File: src/pkg/fpllc_params.svh
// register map, reset values, field positions and divider table
// assumes inclusion by bare name from the package and the design files
`ifndef FPLLC_PARAMS_SVH
`define FPLLC_PARAMS_SVH

`define FPLLC_ADDR_W 7
`define FPLLC_DATA_W 9

`define FPLLC_OFS_POWER 7'h01
`define FPLLC_OFS_CLKGEN 7'h06
`define FPLLC_OFS_RATIO_INT 7'h24
`define FPLLC_OFS_FRAC_HI 7'h25
`define FPLLC_OFS_FRAC_MID 7'h26
`define FPLLC_OFS_FRAC_LO 7'h27

`define FPLLC_RST_POWER 9'h000
`define FPLLC_RST_CLKGEN 9'h140
`define FPLLC_RST_RATIO_INT 9'h048
`define FPLLC_RST_FRAC_HI 9'h00c
`define FPLLC_RST_FRAC_MID 9'h093
`define FPLLC_RST_FRAC_LO 9'h0e9

`define FPLLC_MIDRAIL_HI 1
`define FPLLC_MIDRAIL_LO 0
`define FPLLC_MIDRAIL_OFF 2'h0
`define FPLLC_LOOP_EN_BIT 5
`define FPLLC_PWRDN_BIT 7
`define FPLLC_FRACTION_ENABLE_BIT 6
`define FPLLC_PRE_HI 5
`define FPLLC_PRE_LO 4
`define FPLLC_INT_HI 3
`define FPLLC_INT_LO 0
`define FPLLC_FHI_HI 5
`define FPLLC_SRC_BIT 8
`define FPLLC_DIV_HI 7
`define FPLLC_DIV_LO 5

// divider counter width, holds up to twelve times four loop edges
`define FPLLC_CNT_W 6

// fixed post divide after the loop
`define FPLLC_LOOP_POST_DIV 6'h04
// reference pulses arrive on both edges, so two per period
`define FPLLC_REF_EDGES 6'h02
// divide ratio in half units for codes 0..7: 1,1.5,2,3,4,6,8,12
`define FPLLC_DIV_HALF_TABLE {5'h18, 5'h10, 5'h0c, 5'h08, 5'h06, 5'h04, \
	5'h03, 5'h02}

`endif

File: src/pkg/fpllc_pkg.sv
// types for the loop clock control block
// assumes fpllc_params.svh is on the include path
`include "fpllc_params.svh"

package fpllc_pkg;

	typedef enum logic [1:0] {
		fpllc_pre_x2,
		fpllc_pre_div1,
		fpllc_pre_div2,
		fpllc_pre_div4
	} fpllc_prescale_t;

	// settings presented to the analog loop
	typedef struct packed {
		logic run;
		logic fraction_enable;
		fpllc_prescale_t prescale;
		logic [3:0] ratio_integer;
		logic [23:0] ratio_fraction;
	} fpllc_loop_cfg_t;

	typedef struct packed {
		logic we;
		logic [`FPLLC_ADDR_W-1:0] addr;
		logic [`FPLLC_DATA_W-1:0] wdata;
	} fpllc_reg_req_t;

endpackage : fpllc_pkg

File: src/verilog/fpllc_clock_control.sv
// loop configuration registers and core clock divider
// assumes ref_edge and loop_edge are single-cycle pulses synchronous to clock
// and that software keeps ratio_integer inside its allowed range
`timescale 1ns/1ps
`include "fpllc_params.svh"

module fpllc_clock_control #(
	// divider counter width; must hold the longest period count
	parameter int CNT_W = `FPLLC_CNT_W
) (
	// clock and reset
	input wire logic clock,
	input wire logic rst,
	// register port
	input wire fpllc_pkg::fpllc_reg_req_t reg_req,
	output logic [`FPLLC_DATA_W-1:0] reg_rdata,
	// clock sources
	input wire logic ref_edge,
	input wire logic loop_edge,
	// loop settings
	output fpllc_pkg::fpllc_loop_cfg_t loop_cfg,
	// core clock and general pin
	input wire logic clock_out_select,
	output logic core_clock,
	output logic gpio_out,
	output logic gpio_oe_n
);
	import fpllc_pkg::*;

	localparam logic [39:0] DIV_HALF = `FPLLC_DIV_HALF_TABLE;

	// a narrower counter would wrap before the divide by twelve ends
	if (CNT_W < `FPLLC_CNT_W) begin : g_cnt_w_check
		$error("divider counter narrower than the longest period");
	end

	logic [`FPLLC_DATA_W-1:0] power_control_one_r;
	logic [`FPLLC_DATA_W-1:0] clock_gen_control_r;
	logic [`FPLLC_DATA_W-1:0] loop_ratio_integer_r;
	logic [`FPLLC_DATA_W-1:0] loop_fraction_high_r;
	logic [`FPLLC_DATA_W-1:0] loop_fraction_mid_r;
	logic [`FPLLC_DATA_W-1:0] loop_fraction_low_r;
	logic [`FPLLC_DATA_W-1:0] rdata_nxt;
	logic loop_run;
	logic [23:0] fraction_full;
	logic src_r;
	logic [2:0] div_code_r;
	logic [CNT_W-1:0] cnt_r;
	logic [CNT_W-1:0] term;
	logic [4:0] half_units;
	logic src_edge;
	logic core_tick;
	logic core_clock_r;
	logic gpio_clk_r;
	logic gpio_oe_n_r;
	logic gpio_out_r;
	logic src_idle;
	logic take_cfg;

	// register writes; stored bits of unused fields read back as written, except fraction high bits 8:6, which read zero
	always_ff @(posedge clock) begin
		if (rst) begin
			power_control_one_r <= `FPLLC_RST_POWER;
			clock_gen_control_r <= `FPLLC_RST_CLKGEN;
			loop_ratio_integer_r <= `FPLLC_RST_RATIO_INT;
			loop_fraction_high_r <= `FPLLC_RST_FRAC_HI;
			loop_fraction_mid_r <= `FPLLC_RST_FRAC_MID;
			loop_fraction_low_r <= `FPLLC_RST_FRAC_LO;
		end else if (reg_req.we) begin
			case (reg_req.addr)
			`FPLLC_OFS_POWER: power_control_one_r <= reg_req.wdata;
			`FPLLC_OFS_CLKGEN: clock_gen_control_r <= reg_req.wdata;
			`FPLLC_OFS_RATIO_INT: loop_ratio_integer_r <= reg_req.wdata;
			`FPLLC_OFS_FRAC_HI: loop_fraction_high_r <= reg_req.wdata;
			`FPLLC_OFS_FRAC_MID: loop_fraction_mid_r <= reg_req.wdata;
			`FPLLC_OFS_FRAC_LO: loop_fraction_low_r <= reg_req.wdata;
			default: ;
			endcase
		end
	end

	// readback, unmapped addresses read zero
	// registered, so data follows the address by one cycle
	always_comb begin
		case (reg_req.addr)
		`FPLLC_OFS_POWER: rdata_nxt = power_control_one_r;
		`FPLLC_OFS_CLKGEN: rdata_nxt = clock_gen_control_r;
		`FPLLC_OFS_RATIO_INT: rdata_nxt = loop_ratio_integer_r;
		`FPLLC_OFS_FRAC_HI: rdata_nxt = {3'h0,
			loop_fraction_high_r[`FPLLC_FHI_HI:0]};
		`FPLLC_OFS_FRAC_MID: rdata_nxt = loop_fraction_mid_r;
		`FPLLC_OFS_FRAC_LO: rdata_nxt = loop_fraction_low_r;
		default: rdata_nxt = '0;
		endcase
	end

	always_ff @(posedge clock) begin
		if (rst) begin
			reg_rdata <= '0;
		end else begin
			reg_rdata <= rdata_nxt;
		end
	end

	// loop gating; powerdown bit also stops it
	assign loop_run = power_control_one_r[`FPLLC_LOOP_EN_BIT]
		&& (power_control_one_r[`FPLLC_MIDRAIL_HI:`FPLLC_MIDRAIL_LO]
		!= `FPLLC_MIDRAIL_OFF)
		&& !loop_ratio_integer_r[`FPLLC_PWRDN_BIT];

	assign fraction_full = {loop_fraction_high_r[`FPLLC_FHI_HI:0],
		loop_fraction_mid_r, loop_fraction_low_r};

	// registered so the loop always sees one coherent settings word
	always_ff @(posedge clock) begin
		if (rst) begin
			loop_cfg <= '0;
		end else begin
			loop_cfg.run <= loop_run;
			loop_cfg.fraction_enable <= loop_ratio_integer_r[`FPLLC_FRACTION_ENABLE_BIT];
			loop_cfg.prescale <= fpllc_prescale_t'(
				loop_ratio_integer_r[`FPLLC_PRE_HI:`FPLLC_PRE_LO]);
			loop_cfg.ratio_integer <=
				loop_ratio_integer_r[`FPLLC_INT_HI:`FPLLC_INT_LO];
			// fraction held at zero when fractional divide is off
			loop_cfg.ratio_fraction <=
				loop_ratio_integer_r[`FPLLC_FRACTION_ENABLE_BIT] ?
				fraction_full : 24'h00_0000;
		end
	end

	// a stopped loop has no period in flight, so its settings are replaced
	// at once; waiting for a boundary there would leave the switch to the
	// reference stuck for as long as the loop stays off
	assign src_idle = src_r && !loop_run;
	assign take_cfg = core_tick || src_idle;

	// source and divider are taken at a period boundary, or at once while the loop source is selected and stopped
	// so a setting change never produces a runt pulse
	always_ff @(posedge clock) begin
		if (rst) begin
			src_r <= 1'(`FPLLC_RST_CLKGEN >> `FPLLC_SRC_BIT);
			div_code_r <= 3'(`FPLLC_RST_CLKGEN >> `FPLLC_DIV_LO);
		end else if (take_cfg) begin
			src_r <= clock_gen_control_r[`FPLLC_SRC_BIT];
			div_code_r <=
				clock_gen_control_r[`FPLLC_DIV_HI:`FPLLC_DIV_LO];
		end
	end

	// edges counted per output period: loop 4*div, reference 2 edges*div
	// every term is at least two edges, which keeps core pulses apart
	assign half_units = DIV_HALF[div_code_r*5 +: 5];
	assign term = src_r ?
		CNT_W'(half_units * (`FPLLC_LOOP_POST_DIV >> 1)) :
		CNT_W'(half_units * (`FPLLC_REF_EDGES >> 1));
	assign src_edge = src_r ? (loop_edge && loop_run) : ref_edge;
	assign core_tick = src_edge && (cnt_r == term - CNT_W'(1));

	always_ff @(posedge clock) begin
		if (rst) begin
			cnt_r <= '0;
		end else if (take_cfg) begin
			cnt_r <= '0;
		end else if (src_edge) begin
			cnt_r <= cnt_r + CNT_W'(1);
		end
	end

	// core clock enable, one cycle per divided period
	// an enable pulse rather than a real clock keeps the block on one clock
	always_ff @(posedge clock) begin
		if (rst) begin
			core_clock_r <= 1'b0;
		end else begin
			core_clock_r <= core_tick;
		end
	end

	// general pin carries a square wave at half the core rate
	// a true loop-rate clock cannot leave a one-clock design; half the core
	// rate is the fastest square wave that the enable can carry
	always_ff @(posedge clock) begin
		if (rst) begin
			gpio_clk_r <= 1'b0;
			gpio_oe_n_r <= 1'b1;
			gpio_out_r <= 1'b0;
		end else begin
			gpio_oe_n_r <= !clock_out_select;
			// pin data registered; low whenever the pin is not driven
			gpio_out_r <= clock_out_select
				&& (core_tick ? !gpio_clk_r : gpio_clk_r);
			if (core_tick) begin
				gpio_clk_r <= !gpio_clk_r;
			end
		end
	end

	assign core_clock = core_clock_r;
	assign gpio_out = gpio_out_r;
	assign gpio_oe_n = gpio_oe_n_r;

endmodule : fpllc_clock_control

File: config.mk
export PLATFORM = sky130hd
export DESIGN_NAME = fpllc_clock_control
export DESIGN_NICKNAME = d
export VERILOG_FILES = /design/src/pkg/fpllc_pkg.sv /design/src/verilog/fpllc_clock_control.sv
export VERILOG_INCLUDE_DIRS = /design/src /design/src/pkg
export SDC_FILE = /design/constraint.sdc
export NUM_CORES = 1
export LEC_CHECK = 0
export BUFFER_PORTS_ARGS = -buffer_cell sky130_fd_sc_hd__buf_2
export CORE_MARGIN = 2
export CORE_UTILIZATION = 56
export DETAILED_ROUTE_END_ITERATION = 12
export PLACE_DENSITY = 0.79
export RECOVER_POWER = 50
export SLEW_MARGIN = 20
export SYNTH_ARGS = -nofsm -noshare
export SYNTH_HDL_FRONTEND = slang
export SYNTH_SLANG_ARGS = --single-unit
File: constraint.sdc
create_clock -name clock -period 3.4 [get_ports clock]
set_clock_uncertainty 0.1 [all_clocks]
set_input_delay 0.34 -clock clock [delete_from_list [all_inputs] [get_ports clock]]
set_output_delay 0.34 -clock clock [all_outputs]
set_load 0.02 [all_outputs]
==> reports/results.ini, run 1 <==
[run_status]
status=complete, but fails checks
violations=max-capacitance violations, max-slew violations

[place]
dpl.hpwl_mm=6.721
port_buffers=65
place_congestion=0.8471

[logic_synthesis]
yosysSeqAreaShare=0.5001
synthesis.area_mm2=0.004243
syn_avg_cell_area_um2=9.204
synth_cell_types=53
ys_ff_latch=106
synth_edf_count=0
synth_warnings=0
synthCells=461
ys.flop_type=dfxtp_1
synthArstFlopShare=0
syn_nets=485

[grt]
grt_pass1_vias=3246
grt_first_pass_wirelength_mm=15.77
grt_usage=0.2392
grt_max_degree=44
grt-ovfl-total=0
antenna_found_initial=0

[detailed_routing]
wl_mm=9.715
viasPerCell=5.607
top_layer=met4
drtIter0Drc=250
m1WireLength_mm=4.239
wl_met2_mm=4.789
via_count=3465
ant_nets=0
wl_met3_um=446
firstDrtPassIters=5
wire_per_inst_um=15.72
drc=0

[critical_path]
slowest_delay_ns=0.65
worstPathArrival_ns=3.23
path_class=reg -> reg
worst-path-buf-inv=0
path_cells=nor2_1, o21ai_0, or2_2, ha_1, xor2_1, o311ai_0, o2111a_1, o21ai_2, o311a_1, a221o_1
start_kind=register
crit_family=compound AO/OA/AOI/OAI gates
required_ns=3.56
cp_slowest_cell=dfxtp_1
worstPathMaxFanout=16
critPathLaunch=src_r
end_kind=register
reg2reg_from=src_r

[timing]
finalWorstPathRequiredPeriod_ns=3.072
worst_pin_slew_ns=1.997
setup_tns_ns=0
setup_viol=0
slew_viol_final=44
min_period_over_period=0.9034
rsz0062_at_grt=false
fmax_mhz=325.6
slew_headroom=-0.3312
hold_viol=0

[finish]
multi_input_area_mm2=0.001968
final_util=0.6558
n_antenna_cell=0
area_growth_pct=12.71
drive_gt1_frac=0.09827
final_common_cell=dfxtp_1
mostFrequentLayoutCells=dfxtp_1 (106), nand2_1 (63), clkbuf_1 (47), nor2_1 (34), mux2i_1 (33)
fillers=645
seq_area_mm2=0.002122
final_nets=538

[die]
die-area_mm2=0.008288
rows=31
initial_core_util=0.5818
core_region_area_mm2=0.007292
die_h_um=91.04
pin_count=66
die_w_um=91.04

[clocking]
clk_path_buf_depth=2
clock_sinks=106
cts-htree-levels=3
cts_root_buf=clkbuf_8
numCtsBuffers=9
cts_tree=yes
ctsHoldBuffers=0
clk_latency_ns=0.37
clkTransAtPathRegs_ns=0.09

[min_path]
hp-start=clock_out_select
hp-class=in -> reg

[pwr]
p_leak_uw=0.001905
peakVddDrop_uv=258.0
power.density_mw_per_mm2=463.4

[flow_run]
cap_violations=1

-- worst register-to-register path, stage by stage (launching register included) --
cell and delay, ns:
dfxtp_1 0.65, nor2_1 0.16, o21ai_0 0.34, or2_2 0.18, ha_1 0.22, xor2_1 0.12
o311ai_0 0.13, o2111a_1 0.27, o21ai_2 0.11, o311a_1 0.35, a221o_1 0.35
-- sequential cells by signal (all words and copies together), names as in the netlist, 9 cells and up --
signal                count
power_control_one_r       9
loop_ratio_integer_r      9
loop_fraction_mid_r       9
loop_cfg                 32
loop_fraction_low_r       9
reg_rdata                 9
clock_gen_control_r       9
-- routing by layer --
layer / vias up / GRT usage
li1: 1701 / -
met1: 1632 / 0.3064
met2: 112 / 0.4019
met3: 20 / 0.03154
met4: 0 / 0.1098
met5: - / 0
-- metrics by stage --
| stage | instance area [um^2] | cells | total power (uW) | worst slack (ns) | hold slack (ns) |
|---|---|---|---|---|---|
| CTS | 4840 | 618 | 2230 | 0.2778 | 0.03610 |
| global route | 4782 | 618 | 2288 | 0.1367 | 0.05112 |
| global placement | 4612 | 602 | 1394 | 0.5366 | 0.3424 |
| detailed placement | 4612 | 602 | 1395 | 0.3095 | 0.3491 |
| floorplan | 4243 | 461 | 1349 | 0.7120 | 0.3227 |
| finish | 4782 | 618 | 2216 | 0.3283 | 0.04977 |
-- path summary, 6_finish.rpt --
path / to / slack (ns) / cells after the start
setup / recovery: div_code_r[2] / 0.33 / 10
hold / removal: gpio_oe_n / 0.05 / 2
setup reg to reg: div_code_r[2] / 0.33 / 10
hold reg to reg: clock_gen_control_r[1] / 0.36 / 2
-- cells in the mapped netlist (all sizes together), types with 2 or more instances --
master,n,share of area
nand3,31,0.037
o311ai,2,0.0059
buf,7,0.011
and2,25,0.037
or4,2,0.0035
xnor2,4,0.0083
nor3,3,0.0035
o311a,2,0.0047
a22o,2,0.0041
a22oi,14,0.025
mux2i,33,0.078
nor4,2,0.0059
a221oi,2,0.0041
and3,2,0.0029
or2,2,0.0029
a221o,2,0.0047
nand2,64,0.057
nor3b,2,0.0035
o21ai,12,0.015
ha,2,0.0059
o22a,2,0.0041
nand4,4,0.0059
nand2b,5,0.0074
dfxtp,106,0.50
inv,6,0.0053
clkbuf,23,0.020
nor2b,10,0.015
nor2,34,0.030
xor2,4,0.0083
a21oi,31,0.037
or3,4,0.0059
-- cell type report --
class / instances / share of cell area
sequential: 106 / 0.4437
multi-input combinational: 318 / 0.4116
timing repair buffer: 72 / 0.06567
clock buffer: 10 / 0.02878
tap: 99 / 0.02590
clock inverter: 6 / 0.01884
inverter: 7 / 0.005495
-- power by group --
group	internal, uW	switching [uW]
clock	436	416
combinational	31.7	76.3
sequential	1250	3.62
-- logic make-up after synthesis --
family | synth area share
DFF | 0.5001
muxes | 0.08316
buffers and inverters | 0.03745
and+or+nand+nor | 0.2300
xor gates and xnor gates | 0.01651
adders and majority gates | 0.005897
AOI/OAI and AO/OA | 0.1268
-- repair_timing --
item,4_1_cts,5_1_grt
setup endpoints to repair,0,4
hold endpoints to repair,0,0
gates resized for setup,0,1
setup buffers,0,0
Note: power is estimated with default switching activity, not from simulation.
==> run 2, diff against run 1 <==
CORE_UTILIZATION = 45   (was 56)
CTS_CLUSTER_DIAMETER = 120   (was not set)
PLACE_DENSITY = 0.68   (was 0.79)
clock period = 2.7 ns   (was 3.4 ns; I/O delays follow)
==> run 2 against run 1 <==
Effect of this change: flip-flop and latch count is the same; worst setup slack got worse by 0.26 ns; critical path type unchanged; fmax is 17% higher; clock-buffer cell count unchanged; routed wire length up 5.6%; cell area is 3.4% higher; first-iteration DRC count decreased by 38%; register-to-register slack got worse by 0.26 ns; the run still ends with max-capacitance violations, max-slew violations left; largest cell class unchanged.
==> reports/results.ini, run 2 (synthesis gave the netlist of run 1 again) <==
[clocking]
clkTransAtPathRegs_ns=0.10  ; about the same
clk_latency_ns=0.37  ; about the same
clock_sinks=106  ; unchanged
cts_tree=yes
numCtsBuffers=9  ; unchanged
cts-htree-levels=3  ; unchanged
clk_path_buf_depth=2  ; unchanged
cts_root_buf=clkbuf_8

[place]
place_congestion=0.8461  ; -0.12%
dp.cells=625  ; +3.8%
dpl_worst_slack_ns=-0.1857  ; -0.4952 ns
port_buffers=65  ; unchanged
placed_area_mm2=0.004710  ; +2.1%
dpl.hpwl_mm=7.102  ; +5.7%

[timing]
setup_tns_ns=0  ; unchanged
min_period_over_period=0.9739  ; +0.07048
rsz0062_at_grt=false
slew_viol_final=43  ; -2.3%
finalWorstPathRequiredPeriod_ns=2.630  ; -0.4421 ns
fmax_mhz=380.3  ; +17%
hold_slack_ns=0.09222  ; +0.04245 ns
hold_viol=0  ; unchanged
slew_headroom=-0.2895  ; +0.04165
setup_viol=0  ; unchanged
worst_pin_slew_ns=1.934  ; -0.06248 ns
setup_slack_ns=0.07045  ; -0.2579 ns

[detailed_routing]
via_count=3556  ; +2.6%
ant_nets=0  ; unchanged
viasPerCell=5.522  ; -1.5%
wire_per_inst_um=15.93  ; +1.3%
wl_mm=10.26  ; +5.6%
drtIter0Drc=154  ; -38%
firstDrtPassIters=5  ; unchanged
drc=0  ; unchanged

[pwr]
power.density_mw_per_mm2=548.9  ; +18%
p_int_uw=2073  ; +21%
p_leak_uw=0.001976  ; +3.7%
p_seq_frac=0.582  ; +0.015
p_clk_frac=0.367  ; -0.018
switching_share=0.2364  ; +0.01235
comb_power_share=0.052  ; +0.003
peakVddDrop_uv=333.9  ; +29%
p_sw_uw=641.7  ; +29%

[finish]
final_common_cell=dfxtp_1
n_antenna_cell=0  ; unchanged
stdcell_area_mm2=0.004946  ; +3.4%
regMostFlops=loop_cfg
mostFrequentLayoutCells=dfxtp_1 (104), nand2_1 (61), clkbuf_1 (46), nor2_1 (33), mux2i_1 (33)
stdcell_count=644  ; +4.2%
fillers=883  ; +37%
largest_reg_flops=32  ; unchanged
final_nets=552  ; +2.6%
drive_gt1_frac=0.1388  ; +0.04057
area_growth_pct=16.57

[critical_path]
end_kind=register
required_ns=2.86  ; -0.70 ns
cp_slowest_cell=dfxtp_4
worstPathMaxFanout=6  ; -10
start_kind=register
path_cells=buf_4, nor3_4, nand2_2, ha_4, nand4b_1, a31oi_1, o21ai_4, o311a_1, a221o_1
path_class=reg -> reg
worstPathArrival_ns=2.79  ; -0.44 ns
slowest_delay_ns=0.38  ; -0.27 ns

[die]
die_h_um=101.1  ; +11%
core_region_area_mm2=0.009196  ; +26%
die-area_mm2=0.01022  ; +23%
pin_count=66  ; unchanged
rows=35  ; +13%
die_w_um=101.1  ; +11%
initial_core_util=0.4614  ; -0.1205

[run_status]
status=complete, but fails checks
violations=max-capacitance violations, max-slew violations

[grt]
grt_usage=0.2086  ; -0.03061
grt_first_pass_wirelength_mm=16.46  ; +4.4%
grt_pass1_vias=3334  ; +2.7%
grt-ovfl-total=0  ; unchanged
grt_max_degree=43  ; -2.3%
antenna_found_initial=0  ; unchanged

[min_path]
hp-class=in -> reg

[flow_run]
cap_violations=1  ; unchanged

-- run 2: changes by cell type in the layout (fill, tap and decap cells not counted), sizes merged --
cell         change
bufinv           -1
inv              +1
buf             +14
clkbuf           -1
dlygate4sd3      +1
-- run 2: final timing paths --
check / start / to / slack, ns / cells after the start
setup reg to reg: src_r / div_code_r[0] / 0.07 / 9
hold reg to reg: power_control_one_r[6] / power_control_one_r[6] / 0.36 / 2
hold / removal: reg_req[4] / loop_fraction_low_r[4] / 0.09 / 3
setup / recovery: src_r / div_code_r[0] / 0.07 / 9
-- run 2: layout make-up --
class,count,area [um^2],area share
flip-flops and latches,106,2130,0.4306
multi-input cells,318,2026,0.4096
repair buffers,86,422.9,0.08550
well taps,111,138.9,0.02808
clock buffers,10,137.6,0.02783
clock inverters,6,65.06,0.01315
inverters,7,26.28,0.005312
-- run 2: timing repair --
action                                 in CTS  in global routing
setup endpoints to repair                  12                 12
resized for setup                           3                 16
pin swaps                                   1                  4
hold buffers                                1                  0
cloned                                      0                  0
setup buffers                               0                  2
endpoints found under the hold margin       1                  0
-- run 2: routing by layer --
metal / vias up / share of wire / GRT usage / wire (um)
li1: 1732 / - / - / -
met1: 1692 / 0.44 / 0.2656 / 4494
met3: 20 / 0.045 / 0.04161 / 461
met4: 0 / 0.027 / 0.08940 / 276
met2: 112 / 0.49 / 0.3449 / 5023
met5: - / 0 / 0 / 0
-- run 2: power groups by stage --
stage / Sequential, uW / Combinational [uW] / Clock, uW
3_5_place_dp: 1620 / 144 / 0
3_3_place_gp: 1620 / 143 / 0
2_1_floorplan: 1630 / 66.3 / 0
6_report: 1580 / 141 / 995
5_1_grt: 1580 / 153 / 1080
4_1_cts: 1580 / 145 / 1020
-- run 2: critical path, delay by kind of cell, from the launching register on --
kind | cells | cell delay [ns]
AOI/OAI and AO/OA | 4 | 1.16
buffers and inverters | 1 | 0.16
and+or+nand+nor | 3 | 0.54
DFF | 1 | 0.38
adders and majority gates | 1 | 0.18
-- run 2: metrics by stage --
stage / power, uW / util
detailed placement: 1760 / 0.5121
floorplan: 1699 / -
CTS: 2747 / 0.5362
finish: 2715 / 0.5378
global placement: 1760 / 0.5121
global route: 2816 / 0.5378
